==> config.mk <==
export PLATFORM = sky130hd
export DESIGN_NAME = cpu_clock_switchover
export DESIGN_NICKNAME = d
export VERILOG_FILES = /design/src/clk_switch_pkg.sv /design/src/tick_divider.sv /design/src/cpu_clock_switchover.sv
export SDC_FILE = /design/constraint.sdc
export NUM_CORES = 1
export LEC_CHECK = 0
export ABC_AREA = 1
export BUFFER_PORTS_ARGS = -buffer_cell sky130_fd_sc_hd__buf_2
export CORE_MARGIN = 2
export CORE_UTILIZATION = 45
export CTS_CLUSTER_DIAMETER = 100
export DETAILED_ROUTE_END_ITERATION = 8
export MAX_ROUTING_LAYER = met4
export PLACE_DENSITY = 0.76
export REMOVE_ABC_BUFFERS = 1
export SYNTH_ARGS = -nofsm -noshare
export SYNTH_HDL_FRONTEND = slang
export SYNTH_SLANG_ARGS = --single-unit
==> constraint.sdc <==
create_clock -name pclk -period 3.3 [get_ports pclk]
set_clock_uncertainty 0.15 [all_clocks]
set_input_delay 0.99 -clock pclk [delete_from_list [all_inputs] [get_ports pclk]]
set_output_delay 0.99 -clock pclk [all_outputs]
set_load 0.02 [all_outputs]
==> src/clk_switch_pkg.sv <==
// Purpose: shared constants and types for the cpu clock switchover block
// Assumes: one apb register word, clock sources arrive as pclk-synchronous ticks
// Notes:   offsets, field positions and reset values are defined here; the assertions and the bench repeat some as literals
package clk_switch_pkg;

    // register map (byte addresses)
    localparam logic [11:0] SYSCLK_SEL_OFFSET = 12'h000;

    // field positions inside system_clock_select
    localparam int DIV_LSB        = 0;   // main_div_sel_bit0
    localparam int DIV_MSB        = 2;   // main_div_sel_bit2
    localparam int MAIN_SRC_BIT   = 4;   // main_src_sel
    localparam int MAIN_STAT_BIT  = 5;   // main_src_status, read only
    localparam int CPU_SRC_BIT    = 6;   // cpu_src_sel
    localparam int CPU_STAT_BIT   = 7;   // cpu_src_status, read only

    // reset values of the writable fields
    localparam logic [2:0] DIV_RESET      = 3'h0;
    localparam logic       MAIN_SRC_RESET = 1'b0;  // internal oscillator
    localparam logic       CPU_SRC_RESET  = 1'b0;  // main system clock

    // largest legal division exponent; larger writes leave the field unchanged
    localparam logic [2:0] DIV_MAX        = 3'h4;

    // divide-by-two applied to the subsystem clock on the cpu path
    localparam logic [2:0] SUB_HALF_DIV   = 3'h1;

    // divider counter width, enough for 2**DIV_MAX source ticks
    localparam int DIV_CNT_W = 5;

    // pclk period in nanoseconds, 20 MHz
    localparam int PCLK_PERIOD_NS = 50;

    // switchover sequencer states
    typedef enum logic [1:0] {
        SW_IDLE,
        SW_WAIT_OLD,
        SW_WAIT_NEW
    } sw_state_type;

    // kind of switchover in progress
    typedef enum logic [1:0] {
        KIND_NONE,
        KIND_DIV,
        KIND_MAIN_SRC,
        KIND_CPU_SRC
    } switch_kind_type;

endpackage

==> src/tick_divider.sv <==
// Purpose: divide a stream of source ticks by 2**div
// Assumes: src_tick is a one-cycle pulse synchronous to pclk
// Notes:   clear restarts the count so the first output tick is a full period away
`timescale 1ns/1ps
module tick_divider #(
    parameter int CNT_W = clk_switch_pkg::DIV_CNT_W
) (
    input  wire logic       pclk,
    input  wire logic       presetn,
    input  wire logic       src_tick,
    input  wire logic [2:0] div,
    input  wire logic       clear,
    output logic            out_tick
);

    // all state of the divider
    typedef struct packed {
        logic [CNT_W-1:0] cnt;   // source ticks seen in this period
    } div_state_type;

    div_state_type s_q;   // registered state
    div_state_type s_d;   // next state
    logic [CNT_W-1:0] last;  // count value that ends a period

    // terminal count and next count
    always_comb begin
        s_d      = s_q;
        last     = CNT_W'((32'h1 << div) - 32'h1);
        out_tick = src_tick && (s_q.cnt >= last) && !clear;
        if (clear) begin
            // restart so no short first pulse
            s_d.cnt = '0;
        end else if (src_tick) begin
            s_d.cnt = (s_q.cnt >= last) ? '0 : CNT_W'(s_q.cnt + 1'b1);
        end
    end

    // state register
    always_ff @(posedge pclk or negedge presetn) begin
        if (!presetn) begin
            s_q <= '0;
        end else begin
            s_q <= s_d;
        end
    end

endmodule // tick_divider

==> src/cpu_clock_switchover.sv <==
// Purpose: cpu clock selection and deferred, glitch-free switchover
// Assumes: ih_tick, mx_tick, sub_tick are pclk-synchronous source clock ticks
// Notes:   the cpu and peripheral clocks leave as one-cycle enable ticks
//
// Notes on behaviour
// [RQ1] divider field bits 0-2, sources bits 4, 6
// [RQ2] keep old clock running before completing switch
// [RQ3] bit 7 reports cpu clock source
// [RQ4] bit 5 reports main clock source
// [RQ5] peripheral clock follows cpu clock source
// [RQ6] divider, main source, cpu source switches distinct
// [RQ7] divider change ends within old plus new period
// [RQ8] source change ends within old plus new period
// [RQ9] no short pulses; status updates on handover
//
// Added by the designer: the address map and the APB slave port.
`timescale 1ns/1ps
module cpu_clock_switchover (
    input  wire logic        pclk,
    input  wire logic        presetn,
    input  wire logic        psel,
    input  wire logic        penable,
    input  wire logic        pwrite,
    input  wire logic [11:0] paddr,
    input  wire logic [31:0] pwdata,
    output logic             pready,
    output logic [31:0]      prdata,
    output logic             pslverr,
    input  wire logic        ih_tick,
    input  wire logic        mx_tick,
    input  wire logic        sub_tick,
    output logic             cpu_clk_tick,
    output logic             periph_clk_tick,
    output logic             switch_busy,
    output logic [1:0]       switch_kind,
    output logic             cpu_src_status,
    output logic             main_src_status
);

    // all state of the block
    typedef struct packed {
        clk_switch_pkg::sw_state_type    st;        // sequencer state
        clk_switch_pkg::switch_kind_type kind;      // switch in progress
        logic [2:0]                      div_req;   // software division request
        logic                            msrc_req;  // software main source request
        logic                            csrc_req;  // software cpu source request
        logic [2:0]                      div_act;   // division in use
        logic                            msrc_act;  // main source in use
        logic                            csrc_act;  // cpu source in use
        logic [2:0]                      div_tgt;   // division being switched to
        logic                            msrc_tgt;  // main source being switched to
        logic                            csrc_tgt;  // cpu source being switched to
        logic                            settle;    // first wait-new cycle, new ticks held off
        logic [31:0]                     rdata;     // read data for the access phase
        logic                            err;       // error answer for the access phase
    } state_type;

    state_type s_q;   // registered state
    state_type s_d;   // next state

    logic       setup_ph;     // apb setup cycle
    logic       access_ph;    // apb access cycle, write commits here
    logic       hit;          // address decodes to the register
    logic       old_src;      // source tick feeding the active divider
    logic       new_src;      // source tick feeding the target divider
    logic       old_main;     // active main clock tick
    logic       new_main;     // target main clock tick
    logic       sub_half;     // subsystem clock divided by two
    logic       old_cpu;      // cpu tick from the active selection
    logic       new_cpu;      // cpu tick from the target selection
    logic       new_clear;    // hold target divider cleared throughout wait-old
    logic       old_clear;    // realign active divider with the new phase
    logic       cpu_tick;     // gated cpu tick
    logic [7:0] reg_view;     // register as software sees it

    assign setup_ph  = psel && !penable;
    assign access_ph = psel && penable;
    assign hit       = (paddr == clk_switch_pkg::SYSCLK_SEL_OFFSET);
    assign pready    = 1'b1;   // zero wait states

    // source selection for the two main-clock dividers
    assign old_src = s_q.msrc_act ? mx_tick : ih_tick;
    assign new_src = s_q.msrc_tgt ? mx_tick : ih_tick;
    assign new_clear = (s_q.st == clk_switch_pkg::SW_WAIT_OLD);

    // at the commit tick the active divider restarts with the target one;
    // left alone, its stale count from the old setting would cut the
    // first period after the handover short
    assign old_clear = (s_q.st == clk_switch_pkg::SW_WAIT_NEW) && !s_q.settle
                       && new_cpu;                                            // [RQ9]

    // divider running on the clock now in use
    tick_divider #(.CNT_W(clk_switch_pkg::DIV_CNT_W)) u_old_div (
        .pclk     (pclk),
        .presetn  (presetn),
        .src_tick (old_src),
        .div      (s_q.div_act),
        .clear    (old_clear),
        .out_tick (old_main)
    );

    // divider running on the clock being switched to, restarted so its
    // first pulse is whole rather than a fragment
    tick_divider #(.CNT_W(clk_switch_pkg::DIV_CNT_W)) u_new_div (
        .pclk     (pclk),
        .presetn  (presetn),
        .src_tick (new_src),
        .div      (s_q.div_tgt),
        .clear    (new_clear),
        .out_tick (new_main)
    );

    // half-rate subsystem clock for the cpu path
    tick_divider #(.CNT_W(clk_switch_pkg::DIV_CNT_W)) u_sub_div (
        .pclk     (pclk),
        .presetn  (presetn),
        .src_tick (sub_tick),
        .div      (clk_switch_pkg::SUB_HALF_DIV),
        .clear    (1'b0),
        .out_tick (sub_half)
    );

    assign old_cpu = s_q.csrc_act ? sub_half : old_main;
    assign new_cpu = s_q.csrc_tgt ? sub_half : new_main;

    // software view: requests in writable bits, active sources in status bits
    always_comb begin
        reg_view = 8'h00;
        reg_view[clk_switch_pkg::DIV_MSB:clk_switch_pkg::DIV_LSB] = s_q.div_req;  // [RQ1]
        reg_view[clk_switch_pkg::MAIN_SRC_BIT]  = s_q.msrc_req;                   // [RQ1]
        reg_view[clk_switch_pkg::CPU_SRC_BIT]   = s_q.csrc_req;                   // [RQ1]
        reg_view[clk_switch_pkg::CPU_STAT_BIT]  = s_q.csrc_act;                   // [RQ3]
        reg_view[clk_switch_pkg::MAIN_STAT_BIT] = s_q.msrc_act;                   // [RQ4]
    end

    // bus, sequencer and tick gating
    always_comb begin
        s_d      = s_q;
        cpu_tick = 1'b0;

        // read data captured in setup so the answer comes from a flop
        if (setup_ph) begin
            s_d.rdata = hit ? {24'h000000, reg_view} : 32'h00000000;
            s_d.err   = !hit;
        end

        // writes only touch the request fields; status bits are read only
        if (access_ph && pwrite && hit) begin
            if (pwdata[clk_switch_pkg::DIV_MSB:clk_switch_pkg::DIV_LSB]
                    <= clk_switch_pkg::DIV_MAX) begin
                s_d.div_req = pwdata[clk_switch_pkg::DIV_MSB:clk_switch_pkg::DIV_LSB]; // [RQ1]
            end
            s_d.msrc_req = pwdata[clk_switch_pkg::MAIN_SRC_BIT];                       // [RQ1]
            s_d.csrc_req = pwdata[clk_switch_pkg::CPU_SRC_BIT];                        // [RQ1]
        end

        unique case (s_q.st)
            clk_switch_pkg::SW_IDLE: begin
                cpu_tick = old_cpu;
                // a new request is picked up on the cycle after the write
                if (s_q.csrc_req != s_q.csrc_act || s_q.msrc_req != s_q.msrc_act
                        || s_q.div_req != s_q.div_act) begin
                    s_d.div_tgt  = s_q.div_req;
                    s_d.msrc_tgt = s_q.msrc_req;
                    s_d.csrc_tgt = s_q.csrc_req;
                    s_d.st       = clk_switch_pkg::SW_WAIT_OLD;
                    // cpu source outranks main source outranks divider
                    if (s_q.csrc_req != s_q.csrc_act) begin
                        s_d.kind = clk_switch_pkg::KIND_CPU_SRC;   // [RQ6]
                    end else if (s_q.msrc_req != s_q.msrc_act) begin
                        s_d.kind = clk_switch_pkg::KIND_MAIN_SRC;  // [RQ6]
                    end else begin
                        s_d.kind = clk_switch_pkg::KIND_DIV;       // [RQ6]
                    end
                end
            end
            clk_switch_pkg::SW_WAIT_OLD: begin
                // the old clock keeps running until its current period ends
                cpu_tick = old_cpu;                                  // [RQ2]
                if (old_cpu) begin
                    s_d.st     = clk_switch_pkg::SW_WAIT_NEW;        // [RQ7] [RQ8]
                    s_d.settle = 1'b1;                               // [RQ9]
                end
            end
            clk_switch_pkg::SW_WAIT_NEW: begin
                if (s_q.settle) begin
                    // a new tick right after the old one would merge the two
                    // into a clock that never goes low; costs at most one new period
                    s_d.settle = 1'b0;                               // [RQ9]
                end else begin
                    // silent until the new clock ticks: a whole period of the restarted main divider, or the next free-running sub_half tick
                    cpu_tick = new_cpu;                              // [RQ9]
                    if (new_cpu) begin
                        s_d.div_act  = s_q.div_tgt;                  // [RQ7]
                        s_d.msrc_act = s_q.msrc_tgt;                 // [RQ8] [RQ9]
                        s_d.csrc_act = s_q.csrc_tgt;                 // [RQ9]
                        s_d.kind     = clk_switch_pkg::KIND_NONE;
                        s_d.st       = clk_switch_pkg::SW_IDLE;
                    end
                end
            end
            default: begin
                // unused state code: recover to idle
                s_d.st = clk_switch_pkg::SW_IDLE;
            end
        endcase
    end

    // state register
    always_ff @(posedge pclk or negedge presetn) begin
        if (!presetn) begin
            s_q          <= '0;
            s_q.st       <= clk_switch_pkg::SW_IDLE;
            s_q.kind     <= clk_switch_pkg::KIND_NONE;
            s_q.div_req  <= clk_switch_pkg::DIV_RESET;
            s_q.div_act  <= clk_switch_pkg::DIV_RESET;
            s_q.div_tgt  <= clk_switch_pkg::DIV_RESET;
            s_q.msrc_req <= clk_switch_pkg::MAIN_SRC_RESET;
            s_q.msrc_act <= clk_switch_pkg::MAIN_SRC_RESET;
            s_q.msrc_tgt <= clk_switch_pkg::MAIN_SRC_RESET;
            s_q.csrc_req <= clk_switch_pkg::CPU_SRC_RESET;
            s_q.csrc_act <= clk_switch_pkg::CPU_SRC_RESET;
            s_q.csrc_tgt <= clk_switch_pkg::CPU_SRC_RESET;
        end else begin
            s_q <= s_d;
        end
    end

    // outputs; the peripheral clock is the cpu clock by construction
    assign cpu_clk_tick    = cpu_tick;
    assign periph_clk_tick = cpu_tick;                       // [RQ5]
    assign prdata          = s_q.rdata;
    assign pslverr         = s_q.err && access_ph;
    assign switch_busy     = (s_q.st != clk_switch_pkg::SW_IDLE);
    assign switch_kind     = s_q.kind;
    assign cpu_src_status  = s_q.csrc_act;                   // [RQ3]
    assign main_src_status = s_q.msrc_act;                   // [RQ4]
endmodule // cpu_clock_switchover

==> results.json <==
{
  "status": "complete, but fails checks",
  "violations": "negative setup slack",
  "cts-root-buf": "clkbuf_8",
  "finish.instance_area_um2": 3020,
  "fin_crit_sh_pct": 110,
  "start_util_pct": 46.8,
  "grt_max_degree": 44,
  "power_mw": 1.82,
  "min_path_type": "flip-flop to flip-flop",
  "htreeDepth": 2,
  "rsz0062_at_grt": "yes",
  "ir_drop_mv": 0.219,
  "grt_pass1_vias": 2052,
  "cp-end-kind": "primary output",
  "drcViolationCount": 0,
  "worst_slew_margin_rel_pct": 36.1,
  "drive_gt1_share_pct": 25.8,
  "placement.io_buffers": 39,
  "critPathKind": "flip-flop to primary output",
  "critPathArrivalTime_ps": 2500,
  "powerDensity_nw_per_um2": 603,
  "setup_viol_count_final": 2,
  "cts_sinks": 43,
  "row_count": 27,
  "syn_area_per_cell_um2": 8.34,
  "crit_path_start_kind": "flip-flop",
  "layout_commonest_cell": "nand2_1",
  "final-hold-violation-count": 0,
  "fin_nets": 431,
  "antenna_found_initial": 0,
  "cts.clk_slew.worst_paths_ps": 90,
  "ioPinCount": 93,
  "worst_slack_ps": -338,
  "die_height_um": 79.9,
  "final.setup.tns_ps": -676,
  "final_max_slew_viol_count": 0,
  "synth_cell_types": 29,
  "coreArea_um2": 5540,
  "syn_area_um2": 2590,
  "drtIter0Drc": 118,
  "routed_via_density": 4.76,
  "cts_tree": "yes",
  "p_leak_nw": 1.62,
  "grt_pass1_wl_um": 8970,
  "clk_latency_ps": 310,
  "crit_path_max_fanout": 3,
  "yosysWarnings": 0,
  "cts.path.max_buffers": 2,
  "gp_congestion": 0.788,
  "area_growth_pct": 16.4,
  "grt_use_total_pct": 18.2,
  "ant_nets": 0,
  "max_freq_ghz": 0.275,
  "vias": 2081,
  "cap_violations": 0,
  "ys_ff_latch": 43,
  "firstDrtPassIters": 4,
  "fp.dieW_um": 79.9,
  "period_minus_slack_ps": 3640,
  "dieArea_um2": 6390,
  "hpwl_um": 3860,
  "timing.hold.ws_ps": 332,
  "required_ps": 2160,
  "numCtsBuffers": 5,
  "final_cell_mix": "nand2_1 (52), dfrtp_1 (43), inv_1 (38)",
  "synth_cells": 311,
  "dpl_cell_area_um2": 2780,
  "grt_overflow": 0,
  "final_core_util_pct": 54.5,
  "yosysSeqAreaShare_pct": 41.5,
  "avgRoutedWirePerCell_um": 12.0,
  "n_antenna_cell": 0,
  "tightest_slew_ps": 959,
  "drt-total-wl_um": 5230
}
==> worst paths after layout <==
kind                       slack [ps]          endpoint  depth (start not counted)        startpoint
hold reg to reg                   330  u_sub_div.s_q[3]                          2  u_sub_div.s_q[3]
hold / removal                    330  u_sub_div.s_q[3]                          2  u_sub_div.s_q[3]
setup / recovery                 -340      cpu_clk_tick                         14           s_q[42]
setup reg to reg                  270           s_q[33]                         20           s_q[42]
max in group asynchronous        1730    cpu_src_status                          1           presetn
min in group asynchronous         670           s_q[38]                          1           presetn
==> where the power goes <==
part / switching, mW / internal (mW)
clock: 0.205 / 0.157
sequential: 0.0916 / 0.615
combinational: 0.421 / 0.333
==> final cells by class <==
cell class	count	area, um^2
timing repair buffer	60	365
inverter	43	161
multi-input combinational	211	1230
clock buffer	5	68.8
tap	72	90.1
sequential	43	1080
clock inverter	3	26.3
fill	506	2520
==> flip-flops by register name, summed over array words and instances (netlist names) <==
register,cells
reg_view,5
main_src_status,1
prdata,7
s_q,12
u_new_div.s_q,5
u_old_div.s_q,5
switch_kind,2
u_sub_div.s_q,5
cpu_src_status,1
==> synth_stat cells <==
library cell | instances | area share (%)
xnor2_1 | 3 | 1.0
nor3_1 | 4 | 0.77
conb_1 | 2 | 0.29
and2_1 | 1 | 0.24
xor2_1 | 9 | 3.0
buf_4 | 36 | 10
a21o_1 | 1 | 0.29
and3_1 | 1 | 0.24
nand3_1 | 14 | 2.7
a41oi_1 | 1 | 0.34
o21ai_1 | 8 | 1.5
a32o_1 | 1 | 0.39
o21ai_4 | 1 | 0.63
a21oi_1 | 10 | 1.9
ha_1 | 15 | 7.2
clkinv_1 | 1 | 0.14
nor2_1 | 19 | 2.7
o21ai_2 | 1 | 0.34
buf_6 | 2 | 0.87
nand3_2 | 2 | 0.77
nor4_1 | 3 | 0.72
dfrtp_1 | 43 | 41
nor2_2 | 2 | 0.48
mux2_2 | 2 | 0.87
or2_2 | 1 | 0.24
nand4_1 | 7 | 1.7
inv_1 | 42 | 6.1
nand2_1 | 56 | 8.1
o21ai_0 | 23 | 4.4
==> metrics by stage <==
| stage | setup slack (ps) | cells |
|---|---|---|
| detailed placement | -175 | 421 |
| global placement | -66.1 | 421 |
| global route | -487 | 437 |
| CTS | -379 | 440 |
| floorplan | -54.3 | 297 |
| finish | -338 | 437 |
==> cell families (layout without fill, tap and decap cells) <==
logic type,Yosys count,count (layout),share of synthesized area [%]
AO/OA/AOI/OAI,46,46,9.88
buffers and inverters,81,111,17.5
XOR/XNOR,12,12,4.05
adder cells (fa/ha/maj),15,15,7.23
multiplexers,2,2,0.868
AND/OR/NAND/NOR,110,110,18.7
other,2,26,0.289
flip-flops,43,43,41.5
==> worst max-delay path, cell delays in order (launching register included) <==
cell and delay (ps):
dfrtp_1 400, inv_2 110, nand3_2 110, ha_4 180, xor2_1 160, ha_1 320, nand4_1 120, nor2_1 190
nor2_4 70, nor2_4 100, nand3_2 90, nand2_2 70, nand2_2 50, nand2_2 90, buf_6 120
==> timing repair <==
action                                  4_1_cts  5_1_grt
hold buffers                                  0        0
resized for setup                            18        9
setup buffers                                11        3
pin swaps                                    12       11
endpoints found under the setup margin        2        5
==> per-layer routing <==
| layer | track usage [%] | part of all wire, % |
|---|---|---|
| met5 | - | 0 |
| met3 | 4.19 | 4.6 |
| met4 | 4.58 | 1.5 |
| met2 | 31.8 | 51 |
| met1 | 21.2 | 43 |
Power figures use the tool's default switching activity.
